--- config.mk ---
export PLATFORM = sky130hd
export DESIGN_NAME = motor_serial_ctrl
export DESIGN_NICKNAME = d
export VERILOG_FILES = /design/src/logic/motor_ctrl_pkg.sv /design/src/logic/cl_filter.sv /design/src/logic/motor_serial_ctrl.sv
export VERILOG_INCLUDE_DIRS = /design/src /design/src/logic
export SDC_FILE = /design/constraint.sdc
export NUM_CORES = 1
export LEC_CHECK = 0
export BUFFER_PORTS_ARGS = -buffer_cell sky130_fd_sc_hd__buf_2
export CAP_MARGIN = 5
export CORE_MARGIN = 3
export CORE_UTILIZATION = 40
export DETAILED_ROUTE_END_ITERATION = 8
export PLACE_DENSITY = 0.56
export SYNTH_ARGS = -nofsm -noshare
export SYNTH_HDL_FRONTEND = slang
export SYNTH_SLANG_ARGS = --single-unit
--- constraint.sdc ---
create_clock -name clk -period 1.89 [get_ports clk]
set_input_delay 0.378 -clock clk [delete_from_list [all_inputs] [get_ports clk]]
set_output_delay 0.378 -clock clk [all_outputs]
set_load 0.02 [all_outputs]
--- src/logic/motor_ctrl_defines.svh ---
// Offsets, field positions, reset values and timing counts of the block.
`ifndef MOTOR_CTRL_DEFINES_SVH
`define MOTOR_CTRL_DEFINES_SVH
`define CLK_MHZ          125
`define CL_DEGLITCH_NS   500
`define CL_DEGLITCH_CYC  ((`CL_DEGLITCH_NS * `CLK_MHZ + 999) / 1000)
`define CL_OFF_NS        24000
`define CL_OFF_CYC       ((`CL_OFF_NS * `CLK_MHZ + 999) / 1000)
`define FRAME_LAST       5'h0F
`define FRAME_DONE       5'h10
`define ADR_NORMAL_TX    8'h00
`define ADR_FAULT_FRAME_A_TX      8'h04
`define ADR_NORMAL_RX    8'h08
`define ADR_CONFIG_RX    8'h0C
`define ADR_STATUS       8'h10
`define NB_CFG_SEL       0
`define NB_FAULT_FRAME_A_REQ      1
`define NB_DIR_A         2
`define NB_DIR_B         3
`define NB_DIR_C         4
`define NB_GP_HIGH_1     5
`define NB_GP_HIGH_2     6
`define NB_GP_LOW_1      7
`define NB_GP_LOW_2      8
`define CB_C_MODE        13
`define NORMAL_RESET     16'h0000
`define CONFIG_RESET     16'h0000
`define TX_RESET         16'h0000
`define BR_FWD           4'h9
`define BR_REV           4'h6
`define BR_BRAKE         4'h5
`define BR_OFF           4'h0
`endif

--- src/logic/motor_ctrl_pkg.sv ---
// Types shared by the motor control files.
package motor_ctrl_pkg;
  typedef enum logic {stepper_mode = 1'b0, dc_mode = 1'b1} drv_c_mode_t;
  typedef logic [15:0] frame_t;
endpackage

--- src/logic/cl_filter.sv ---
// Current-limit deglitch filter followed by a bridge off-timer.
`timescale 1ns/1ns
module cl_filter #(
  parameter int DEG_CYC = 63,
  parameter int OFF_CYC = 3000
) (
  input  wire logic clk,
  input  wire logic rst_n,
  input  wire logic detect,
  output logic      trip
);
  logic [15:0] deg;
  logic [15:0] off;
  logic [15:0] run;
  logic        confirm;

  // A detection counts only once it has stood for the whole filter time.
  assign confirm = detect && !trip && (deg == 16'(DEG_CYC - 1));

  // Glitch counter restarts whenever the detection drops.
  always_ff @(posedge clk)
  begin
    if (!rst_n || trip || !detect)
      deg <= 16'h0000;
    else if (!confirm)
      deg <= deg + 16'h0001;
  end

  // The off-timer keeps the bridge dark long enough to cap average duty.
  always_ff @(posedge clk)
  begin
    if (!rst_n)
    begin
      off  <= 16'h0000;
      trip <= 1'b0;
    end
    else if (confirm)
    begin
      off  <= 16'(OFF_CYC - 1);
      trip <= 1'b1;
    end
    else if (off != 16'h0000)
      off <= off - 16'h0001;
    else
      trip <= 1'b0;
  end

  // Run length of the raw detection, read only by the checks below.
  always_ff @(posedge clk)
  begin
    if (!rst_n || !detect)
      run <= 16'h0000;
    else if (run != 16'hFFFF)
      run <= run + 16'h0001;
  end

  property p_deglitch;
    @(posedge clk) disable iff (!rst_n)
      $rose(trip) |-> $past(detect) && ($past(run) >= 16'(DEG_CYC - 1));
  endproperty
  a_deglitch: assert property (p_deglitch)
    else $error("Trip came before the detection stood the filter time.");

  property p_off_hold;
    @(posedge clk) disable iff (!rst_n)
      $rose(trip) |=> trip [*8];
  endproperty
  a_off_hold: assert property (p_off_hold)
    else $error("Off-timer released the bridge too early.");
endmodule // cl_filter

--- src/logic/motor_serial_ctrl.sv ---
// Serial control port, register file and driver control of three drivers.
//
// Implementation choices: the Wishbone interface to the registers and the register offsets.
`timescale 1ns/1ns
`include "motor_ctrl_defines.svh"
// What this block does
// - Sixteenth rising edge loads the target register.
// - Each rising edge presents next output bit.
// - Chip enable high reloads normal or fault_frame_a data.
// - Chip enable low shifts both registers together.
// - Drivers A and B follow their PWM.
// - Driver C phases follow their PWM inputs.
// - Driver C high sides: motor or switch.
// - Config bit 13 picks stepper or DC.
// - Over-limit supply suppresses all stepper outputs.
// - Spare transistors serve as general switches.
// - Low PWM input brakes the driver, both low sides on.
// - Direction reversal applies at once, braking.
// - Deglitched current limit starts an off-timer.
// - Thermal trip switches the driver off.
// - Frame bit 0 selects config or normal.
// - Frames travel most significant bit first.
// - Reset restores defaults, parks outputs, floats data.
module motor_serial_ctrl #(
  parameter int DEG_CYC = `CL_DEGLITCH_CYC,
  parameter int OFF_CYC = `CL_OFF_CYC
) (
  input  wire logic        clk,
  input  wire logic        rst_n,
  input  wire logic        wb_cyc,
  input  wire logic        wb_stb,
  input  wire logic        wb_we,
  input  wire logic [7:0]  wb_adr,
  input  wire logic [31:0] wb_dat_i,
  input  wire logic [3:0]  wb_sel,
  output logic      [31:0] wb_dat_o,
  output logic             wb_ack,
  input  wire logic        sclk,
  input  wire logic        ce_n,
  input  wire logic        mosi,
  output logic             miso_o,
  output logic             miso_oe,
  input  wire logic        drv_a_pwm_in,
  input  wire logic        drv_b_pwm_in,
  input  wire logic        drv_c_pwm_first,
  input  wire logic        drv_c_pwm_second,
  input  wire logic [2:0]  cl_high,
  input  wire logic [2:0]  cl_low,
  input  wire logic [2:0]  therm_trip,
  input  wire logic        supply_over_limit,
  output logic      [3:0]  drv_a_outputs,
  output logic      [3:0]  drv_b_outputs,
  output logic             drv_c_out_first,
  output logic             drv_c_out_second,
  output logic      [1:0]  step_phase_a,
  output logic      [1:0]  step_phase_b,
  output logic      [1:0]  gp_low_switch
);
  localparam int IN_W = 17;

  logic [IN_W-1:0]             pin_s1;
  logic [IN_W-1:0]             pin_s2;
  logic                        sclk_d;
  logic                        sclk_s;
  logic                        ce_s;
  logic                        mosi_s;
  logic                        pwm_a;
  logic                        pwm_b;
  logic                        pwm_c1;
  logic                        pwm_c2;
  logic [2:0]                  clh_s;
  logic [2:0]                  cll_s;
  logic [2:0]                  therm_s;
  logic                        ovr_s;
  logic                        rise;
  logic [4:0]                  bit_cnt;
  motor_ctrl_pkg::frame_t      in_shift;
  motor_ctrl_pkg::frame_t      out_shift;
  motor_ctrl_pkg::frame_t      frame_word;
  motor_ctrl_pkg::frame_t      normal_reg;
  motor_ctrl_pkg::frame_t      config_reg;
  motor_ctrl_pkg::frame_t      normal_tx;
  motor_ctrl_pkg::frame_t      fault_frame_a_tx;
  logic                        fault_frame_a_sel;
  logic                        frame_end;
  logic [5:0]                  cl_trip;
  logic [2:0]                  fault;
  motor_ctrl_pkg::drv_c_mode_t c_mode;
  logic [3:0]                  bridge_c;
  logic                        wb_req;
  logic [31:0]                 next_dat;

  // Byte-lane merge of a 16-bit register, used by both writable words.
  function automatic motor_ctrl_pkg::frame_t merge16(
    input motor_ctrl_pkg::frame_t old,
    input logic [31:0]            data,
    input logic [3:0]             sel
  );
    merge16 = {sel[1] ? data[15:8] : old[15:8],
               sel[0] ? data[7:0]  : old[7:0]};
  endfunction

  // H-bridge pattern {high1, low1, high2, low2}; shared by all drivers.
  function automatic logic [3:0] bridge(
    input logic pwm,
    input logic dir,
    input logic off
  );
    if (off)
      bridge = `BR_OFF;
    else if (!pwm)
      bridge = `BR_BRAKE;
    else
      bridge = dir ? `BR_REV : `BR_FWD;
  endfunction

  // Every pin from the host or the power stage passes two flip-flops.
  always_ff @(posedge clk)
  begin
    pin_s1 <= {supply_over_limit, therm_trip, cl_low, cl_high,
               drv_c_pwm_second, drv_c_pwm_first, drv_b_pwm_in,
               drv_a_pwm_in, mosi, ce_n, sclk};
    pin_s2 <= pin_s1;
    sclk_d <= pin_s2[0];
  end

  assign sclk_s  = pin_s2[0];
  assign ce_s    = pin_s2[1];
  assign mosi_s  = pin_s2[2];
  assign pwm_a   = pin_s2[3];
  assign pwm_b   = pin_s2[4];
  assign pwm_c1  = pin_s2[5];
  assign pwm_c2  = pin_s2[6];
  assign clh_s   = pin_s2[9:7];
  assign cll_s   = pin_s2[12:10];
  assign therm_s = pin_s2[15:13];
  assign ovr_s   = pin_s2[16];
  assign rise    = sclk_s && !sclk_d;

  // The word as it stands after the current edge, last bit from the pin.
  assign frame_word = {in_shift[14:0], mosi_s};
  assign frame_end  = rise && !ce_s && (bit_cnt == `FRAME_LAST);
  assign c_mode     = motor_ctrl_pkg::drv_c_mode_t'(config_reg[`CB_C_MODE]);

  // Edge counter; edges past the sixteenth are ignored until the frame
  // closes, so a long frame cannot load twice.
  always_ff @(posedge clk)
  begin
    if (!rst_n || ce_s)
      bit_cnt <= 5'h00;
    else if (rise && bit_cnt != `FRAME_DONE)
      bit_cnt <= bit_cnt + 5'h01;
  end

  // Input shift register, first bit received lands at the top.
  always_ff @(posedge clk)
  begin
    if (!rst_n)
      in_shift <= 16'h0000;
    else if (rise && !ce_s)
      in_shift <= frame_word;
  end

  // Output shift register: reloaded between frames, shifted within.
  // Extra edges between frames simply reload again; the host is expected
  // to give only one so status captured inside the device stays coherent.
  always_ff @(posedge clk)
  begin
    if (!rst_n)
      out_shift <= `TX_RESET;
    else if (rise && ce_s)
      out_shift <= fault_frame_a_sel ? fault_frame_a_tx : normal_tx;
    else if (rise)
      out_shift <= {out_shift[14:0], 1'b0};
  end

  assign miso_o = out_shift[15];

  // Data pin floats during reset and is driven from then on.
  always_ff @(posedge clk)
  begin
    if (!rst_n)
      miso_oe <= 1'b0;
    else
      miso_oe <= 1'b1;
  end

  // Only the sixteenth edge commits; a frame cut short leaves no trace.
  always_ff @(posedge clk)
  begin
    if (!rst_n)
    begin
      normal_reg <= `NORMAL_RESET;
      config_reg <= `CONFIG_RESET;
      fault_frame_a_sel   <= 1'b0;
    end
    else if (frame_end)
    begin
      if (frame_word[`NB_CFG_SEL])
        config_reg <= frame_word;
      else
      begin
        normal_reg <= frame_word;
        fault_frame_a_sel   <= frame_word[`NB_FAULT_FRAME_A_REQ];
      end
    end
  end

  // One filter per current-limit detector, high sides then low sides.
  genvar gi;
  generate
    for (gi = 0; gi < 6; gi++)
    begin : g_cl
      cl_filter #(
        .DEG_CYC (DEG_CYC),
        .OFF_CYC (OFF_CYC)
      ) u_cl (
        .clk    (clk),
        .rst_n  (rst_n),
        .detect (gi < 3 ? clh_s[gi % 3] : cll_s[gi % 3]),
        .trip   (cl_trip[gi])
      );
    end
  endgenerate

  assign fault    = cl_trip[2:0] | cl_trip[5:3] | therm_s;
  assign bridge_c = bridge(pwm_c1, normal_reg[`NB_DIR_C], fault[2]);

  // Drivers A and B; direction is read live, so a reversal under current
  // acts on the next clock and brakes the motor.
  always_ff @(posedge clk)
  begin
    if (!rst_n)
    begin
      drv_a_outputs <= `BR_BRAKE;
      drv_b_outputs <= `BR_BRAKE;
    end
    else
    begin
      drv_a_outputs <= bridge(pwm_a, normal_reg[`NB_DIR_A], fault[0]);
      drv_b_outputs <= bridge(pwm_b, normal_reg[`NB_DIR_B], fault[1]);
    end
  end

  // Driver C: DC bridge with spare low switches, or stepper with spare
  // high switches. Counterphase is the complement of the phase pin.
  always_ff @(posedge clk)
  begin
    if (!rst_n)
    begin
      drv_c_out_first  <= 1'b0;
      drv_c_out_second <= 1'b0;
      step_phase_a     <= 2'b00;
      step_phase_b     <= 2'b00;
      gp_low_switch    <= 2'b00;
    end
    else if (c_mode == motor_ctrl_pkg::dc_mode)
    begin
      drv_c_out_first  <= bridge_c[3];
      drv_c_out_second <= bridge_c[1];
      step_phase_a     <= {bridge_c[2], bridge_c[0]};
      step_phase_b     <= 2'b00;
      gp_low_switch    <= {normal_reg[`NB_GP_LOW_2],
                           normal_reg[`NB_GP_LOW_1]} & {2{!fault[2]}};
    end
    else
    begin
      drv_c_out_first  <= normal_reg[`NB_GP_HIGH_1] && !fault[2];
      drv_c_out_second <= normal_reg[`NB_GP_HIGH_2] && !fault[2];
      gp_low_switch    <= 2'b00;
      if (ovr_s || fault[2])
      begin
        step_phase_a <= 2'b00;
        step_phase_b <= 2'b00;
      end
      else
      begin
        step_phase_a <= {pwm_c1, !pwm_c1};
        step_phase_b <= {pwm_c2, !pwm_c2};
      end
    end
  end

  // Wishbone slave: one wait state, ack drops the cycle after it rose.
  assign wb_req = wb_cyc && wb_stb && !wb_ack;

  always_comb
  begin
    case (wb_adr)
      `ADR_NORMAL_TX: next_dat = {16'h0000, normal_tx};
      `ADR_FAULT_FRAME_A_TX:   next_dat = {16'h0000, fault_frame_a_tx};
      `ADR_NORMAL_RX: next_dat = {16'h0000, normal_reg};
      `ADR_CONFIG_RX: next_dat = {16'h0000, config_reg};
      `ADR_STATUS:    next_dat = {22'h00_0000, c_mode, ovr_s, therm_s,
                                  fault, fault_frame_a_sel, bit_cnt == 5'h00};
      default:        next_dat = 32'h0000_0000;
    endcase
  end

  always_ff @(posedge clk)
  begin
    if (!rst_n)
    begin
      wb_ack   <= 1'b0;
      wb_dat_o <= 32'h0000_0000;
    end
    else
    begin
      wb_ack   <= wb_req;
      wb_dat_o <= (wb_req && !wb_we) ? next_dat : 32'h0000_0000;
    end
  end

  // Software supplies the words the host will read back.
  always_ff @(posedge clk)
  begin
    if (!rst_n)
    begin
      normal_tx <= `TX_RESET;
      fault_frame_a_tx   <= `TX_RESET;
    end
    else if (wb_req && wb_we)
    begin
      if (wb_adr == `ADR_NORMAL_TX)
        normal_tx <= merge16(normal_tx, wb_dat_i, wb_sel);
      if (wb_adr == `ADR_FAULT_FRAME_A_TX)
        fault_frame_a_tx <= merge16(fault_frame_a_tx, wb_dat_i, wb_sel);
    end
  end

  property p_load_cfg;
    @(posedge clk) disable iff (!rst_n)
      (frame_end && mosi_s) |=> config_reg == $past(frame_word);
  endproperty
  a_load_cfg: assert property (p_load_cfg)
    else $error("Config frame not loaded on the sixteenth edge.");

  property p_load_norm;
    @(posedge clk) disable iff (!rst_n)
      (frame_end && !mosi_s) |=> normal_reg == $past(frame_word)
                                 && $stable(config_reg);
  endproperty
  a_load_norm: assert property (p_load_norm)
    else $error("Normal frame went to the wrong register.");

  property p_no_short;
    @(posedge clk) disable iff (!rst_n)
      !frame_end |=> $stable(normal_reg) && $stable(config_reg);
  endproperty
  a_no_short: assert property (p_no_short)
    else $error("Register changed outside a completed frame.");

  property p_shift;
    @(posedge clk) disable iff (!rst_n)
      (rise && !ce_s) |=> miso_o == $past(out_shift[14]);
  endproperty
  a_shift: assert property (p_shift)
    else $error("Data pin did not advance on a clock edge.");

  property p_reload;
    @(posedge clk) disable iff (!rst_n)
      (rise && ce_s) |=> out_shift == ($past(fault_frame_a_sel) ? $past(fault_frame_a_tx)
                                                       : $past(normal_tx));
  endproperty
  a_reload: assert property (p_reload)
    else $error("Output word not reloaded between frames.");

  property p_over;
    @(posedge clk) disable iff (!rst_n)
      (ovr_s && c_mode == motor_ctrl_pkg::stepper_mode)
        |=> step_phase_a == 2'b00 && step_phase_b == 2'b00;
  endproperty
  a_over: assert property (p_over)
    else $error("Stepper outputs active above the supply limit.");

  property p_therm;
    @(posedge clk) disable iff (!rst_n)
      therm_s[0] |=> drv_a_outputs == `BR_OFF;
  endproperty
  a_therm: assert property (p_therm)
    else $error("Driver A stayed on during thermal shutdown.");

  property p_follow_a;
    @(posedge clk) disable iff (!rst_n)
      (!fault[0] && pwm_a)
        |=> drv_a_outputs == ($past(normal_reg[`NB_DIR_A]) ? `BR_REV
                                                          : `BR_FWD);
  endproperty
  a_follow_a: assert property (p_follow_a)
    else $error("Driver A does not follow its PWM and direction.");
endmodule // motor_serial_ctrl

Word-level counts from Yosys, hierarchy flattened:

Index checks and enable logic that the tools add are counted.
Widths: inputs -> output; s select.

* add/subtract/negate cells: 13
* eq/ne operators: 18
* mux-type cells: 42
* bitwise logic cells: 7
* reductions and logical operators: 89

Operators with widths (number)
* $mux 12: 12
* $add 16x1->16 const B: 6
* $eq 16x6->1 const B: 6
* $reduce_bool 16->1: 6
* $sub 16x1->16 const B: 6
* $pmux 16 s5: 1
* $mux 16: 3
* $logic_and 1x1->1: 23
* $logic_not 1->1: 20
* $mux 4: 5
* $eq 8x4->1 const B: 2
* $mux 1: 15
* $logic_or 1x1->1: 14
* $reduce_bool 2->1: 7
* $mux 3: 4
* $ne 2x1->1 const B: 6
* $reduce_and 3->1: 4
* $reduce_or 2->1: 6
* $reduce_or 3->1: 3
* $eq 8x3->1 const B: 1
* $eq 8x5->1 const B: 1
* $logic_not 8->1: 1
* $reduce_and 2->1: 4
* $or 3x3->3: 2
* other kinds (7): 11

* flip-flop bits (word level): 383
* input bits: 66
* output and inout bits: 51
* word-level logic and storage cells: 218

Depth between registers and ports, before layout:

* depth in word-level cells: 5
* mapped depth: 8
* depth with buffers taken out: 7

Hierarchy:

From an unflattened synthesis, not the netlist that was laid out.

* cell total of the unflattened synthesis: 1736
* area total of the unflattened synthesis: 16184.3 um^2

By module, submodules not included
* cl_filter (g_cl[0].u_cl ...): times used 5, cells an instance 181, area each 1587.8 um^2, seq. area each 660.6 um^2
* motor_serial_ctrl: times used 1, cells an instance 652, area each 6606.3 um^2, seq. area each 3363.2 um^2
* cl_filter (g_cl[1].u_cl): times used 1, cells an instance 179, area each 1639.1 um^2, seq. area each 660.6 um^2

Worst setup path before layout:

OpenSTA, ideal clock, no wires.

* path kind: reg-to-reg
* from: reg g_cl[1].u_cl.off[0]
* to: reg g_cl[1].u_cl.off[1]
* library setup time: 0.067 ns
* arrival time: 1.829 ns
* required time: 1.823 ns
* setup slack: -0.006 ns
* cell stages (with the launch flop): 8
* buffers on the path: 0
* clock period less this slack: 1.896 ns
* path through: dfxtp_1 > inv_1 > ha_1 > or4b_1 > nor4_4 > nand2_2 > mux2_4 > a21oi_2

* longest elaborated chain between the ends: 3
* elaborated cells between the ends (all ways): 5
* those cells by class: add/sub (1); mux (2); reduce/logical (2)

RTL lines
* from (decl): RTL line cl_filter.sv:13 `logic [15:0] off;`
* from (signal assigned): RTL line cl_filter.sv:39 `off <= 16'(OFF_CYC - 1);`
* from (signal assigned): RTL line cl_filter.sv:43 `off <= off - 16'h0001;`
* $sub 16x1->16: RTL line cl_filter.sv:43
* $mux 12: RTL line cl_filter.sv:42 `else if (off != 16'h0000)`
* $mux 12: RTL line cl_filter.sv:37 `else if (confirm)`

Parallel ways exist; a longest one is shown, timed or not. The select of a mux whose other input is x is not followed.
A chain may end at the register's enable or synchronous reset.

Final worst setup path:

* from: reg g_cl[1].u_cl.off[1]
* to: reg g_cl[1].u_cl.off[1]

Same word-level chain as after synthesis.

==> metrics <==
largest family of logic cells by synthesized area=simple AND/OR/NAND/NOR gates; Setup crit start kind=register; Worst-Skew Late Latency=~0.53 ns; pin count of the biggest net entering global routing=84; reg-to-reg critical path endpoint=g_cl[1].u_cl.off[1]$_SDFFE_PN0P_; Tightest Pin Transition=between 0.5 and 0.6 ns; Port Buf Inserts=around 80; crit end category=register; Synth Flop Type=dfxtp_1; Layout area overhead=23.0%; clock slew at reported path FFs=~0.060 ns; # fillers=between 3000 and 4000; post-synth cell types=approximately 70; Max Freq=approximately 530 MHz; post-route cell area=roughly 19000 um2; die footprint=roughly 41000 um2; register bit count reported by yosys=366; number of CTS-inserted buffers=between 40 and 50; CTS Sinks=~370; Peak supply drop=0.660 mV; WS Path Type=register to register; crit path buf inv count=1; sw power=a little under 8 mW; Worst path top cell family by delay=simple AND/OR/NAND/NOR gates; I/O Pins=~120; EDFF count, synth=0; HPWL Detailed=between 20 and 30 mm; vias post-DR=approximately 13000; number of diodes=0; DRC Markers=0; first-pass detailed-route iteration total=5; Synth Cell Area=15500 um2; Detailed Route Iter0 Violations=roughly 620; xor and xnor area share after synthesis=6.42%; Simple-Gate Fraction of Synth Area=about 24%; Seq/Total Area, Yosys=47.1%; WP depth=7; r2r setup slk=around 0.019 ns; DIE WIDTH=~200 um; first-pass GRT wire length=61.6 mm; row count=just over 70; final setup fails=0; Final min period=around 1.9 ns; Switching Share=31.2%; Post-DP Area=roughly 17000 um2; Clock Tree Root=clkbuf_16; cells after synthesis=approximately 1800; die height=between 200 and 250 um; final slew viol count=0; GRT Total Usage=between 10% and 20%; hold path start=wb_dat_i[7]; Clk pwr share=a little under a third; GPL Wtd Cong=between 0.7 and 0.8; RSZ-0062 raised after global routing=true; Max FO, Critical Path=4; vias in the first global route=around 13000; final setup skew=about 0.011 ns; period utilisation layout=between 90% and 100%; post-route ant nets=0; Comb power frac=between 30% and 40%; number of max-cap violations=0; Avg WL per Cell=14.5 um; CP max stage cell=or4b_4; total chip power=between 20 and 30 mW; # nets final=~2100; final core occ=between 50% and 60%; Reg power frac=about 37%; internal power=17.5 mW; Starting Density=40.9%; Tightest Hold Check Type=input port to register; status=complete, no violations; Worst Path Arrival=between 2 and 2.5 ns; biggest regs=g_cl.u_cl.deg x96, g_cl.u_cl.off x96; hold path endpoint=fault_frame_a_tx[7]$_SDFFE_PN0P_; Compound-Gate Fraction of Synth Area=a little over an eighth; Slew HR=between 60% and 70%; Syn Area/Cell=approximately 8.7 um2; Floorplan Core Area=approximately 38000 um2; antenna violations before repair=0; Crit path largest cell delay=around 0.51 ns; hold path depth=3; layout cells sized above 1=around 17%; CTS tree=done; Avg Vias per Cell=between 5 and 6; multiplexer share of the synthesized area=3.52%; ys async rst share=0%; final hold vios=0; adder-cell area share of the yosys netlist=2.09%; critical path cell sequence=inv_2, ha_4, or4b_4, nor4_4, nand2_2, mux2_4, a21oi_2; WL final=36.9 mm; Pwr Density=~1300 nW/um2; htree depth=2; Static Leak=between 7 and 8 nW; Fin Setup TNS=0 ns; Synth warnings=0; reg2reg start=g_cl[1].u_cl.off[1]$_SDFFE_PN0P_; clock buffer depth=3; reg2reg path depth=7; Critical Path RT=about 2.4 ns; total grt overflow=0
==> synth_stat cells (all sizes together) (10+ instances only) <==
library cell,instances,area share (%)
nand4,39,1.6
nor2b,11,0.44
nor3,57,1.9
nand3,47,1.5
dfxtp,366,47
xnor2,52,2.9
a211oi,22,1.1
nor2,219,5.3
or3,37,1.6
and3,21,0.85
clkbuf,61,1.5
xor2,62,3.5
nor4,33,1.6
nor3b,20,1.0
nand3b,10,0.48
ha,26,2.1
nand2b,13,0.52
and2,10,0.40
buf,26,1.0
inv,39,0.94
a21oi,182,5.9
a31oi,19,0.76
nand2,191,4.6
o21ai,74,2.4
mux2i,43,2.8
==> power by group through the flow <==
| stage | Clock [mW] | Sequential (mW) | Combinational (mW) |
|---|---|---|---|
| 6_report | 7.77 | 9.33 | 8.30 |
| 5_1_grt | 8.33 | 9.45 | 9.27 |
| 4_1_cts | 8.02 | 9.30 | 8.00 |
| 3_5_place_dp | 0 | 9.45 | 7.83 |
| 3_3_place_gp | 0 | 9.43 | 7.72 |
| 2_1_floorplan | 0 | 9.38 | 5.32 |
==> stage by stage <==
stage	std cells	hold WS, ns	setup slack, ns
after floorplan	1807	0.310	0.0506
after global placement	2456	0.311	-0.0723
after detailed placement	2456	0.315	-0.130
after CTS	2545	0.0688	0.0109
after global routing	2548	0.0781	-0.0629
final	2548	0.0914	0.0194
==> worst register-to-register path, cell delays in order, from the launching register on <==
cell and delay, ns:
dfxtp_1 0.33, inv_2 0.08, ha_4 0.13, or4b_4 0.51, nor4_4 0.21, nand2_2 0.12, mux2_4 0.32, a21oi_2 0.11
==> layout by cell type (no fill, tap or decap), types with 13 or more instances in the layout <==
cell	instances
a211oi_1	22
a21oi_1	181
a31oi_1	19
and3_1	20
buf_2	82
buf_4	139
clkbuf_16	43
conb_1	16
dfxtp_1	365
dlygate4sd3_1	17
ha_1	25
inv_1	36
mux2i_1	43
nand2_1	188
nand2b_1	13
nand3_1	46
nand4_1	39
nor2_1	218
nor3_1	52
nor3b_1	16
nor4_1	26
o21ai_0	74
or3_1	33
xnor2_1	51
xor2_1	62
==> worst max-delay path by stage <==
stage | startpoint | slack (ns) | endpoint
CTS | g_cl[1].u_cl.off[0]$_SDFFE_PN0P_ | 0.01 | g_cl[1].u_cl.off[11]$_SDFFE_PN0P_
finish | g_cl[1].u_cl.off[1]$_SDFFE_PN0P_ | 0.02 | g_cl[1].u_cl.off[1]$_SDFFE_PN0P_
global route | g_cl[1].u_cl.off[0]$_SDFFE_PN0P_ | -0.06 | g_cl[1].u_cl.off[1]$_SDFFE_PN0P_
global placement | bit_cnt[0]$_SDFFE_PP0P_ | -0.07 | normal_reg[13]$_SDFFE_PN0P_
detailed placement | bit_cnt[1]$_SDFFE_PP0P_ | -0.13 | normal_reg[11]$_SDFFE_PN0P_
floorplan | g_cl[2].u_cl.off[0]$_SDFFE_PN0P_ | 0.05 | g_cl[2].u_cl.off[5]$_SDFFE_PN0P_
==> cell families after synthesis <==
logic type	count (synthesis)
AO/OA/AOI/OAI	356
XOR/XNOR	114
adder cells (fa/ha/maj)	26
buffers and inverters	126
flip-flops	366
multiplexers	52
other	1
AND/OR/NAND/NOR	751
==> what timing repair did <==
action / CTS / global route
cloned: 0 / 0
gates resized for setup: 7 / 29
setup endpoints to repair: 21 / 80
hold buffers: 17 / 0
buffers inserted: 1 / 3
hold endpoints to repair: 17 / 0
pin swaps: 0 / 3
==> cell type report <==
cell class,instances,area [um2],share of cell area (%)
multi-input cells,1315,7900,41.3
flip-flops and latches,366,7330,38.3
repair buffers,246,1780,9.29
clock buffers,62,1250,6.53
well taps,511,639,3.34
inverters,39,149,0.779
clock inverters,9,76.3,0.399
==> metal layers <==
layer | part of all wire (%) | routed length [um] | vias to the layer above | GRT usage (%)
met1 | 47 | 17500 | 6136 | 23.3
met5 | 0 | 0 | - | 0
met2 | 47 | 17300 | 186 | 29.8
li1 | - | - | 6718 | -
met4 | 2.2 | 816 | 0 | 4.92
met3 | 3.3 | 1210 | 55 | 2.73
No activity file was read; power rests on OpenSTA's default activity.
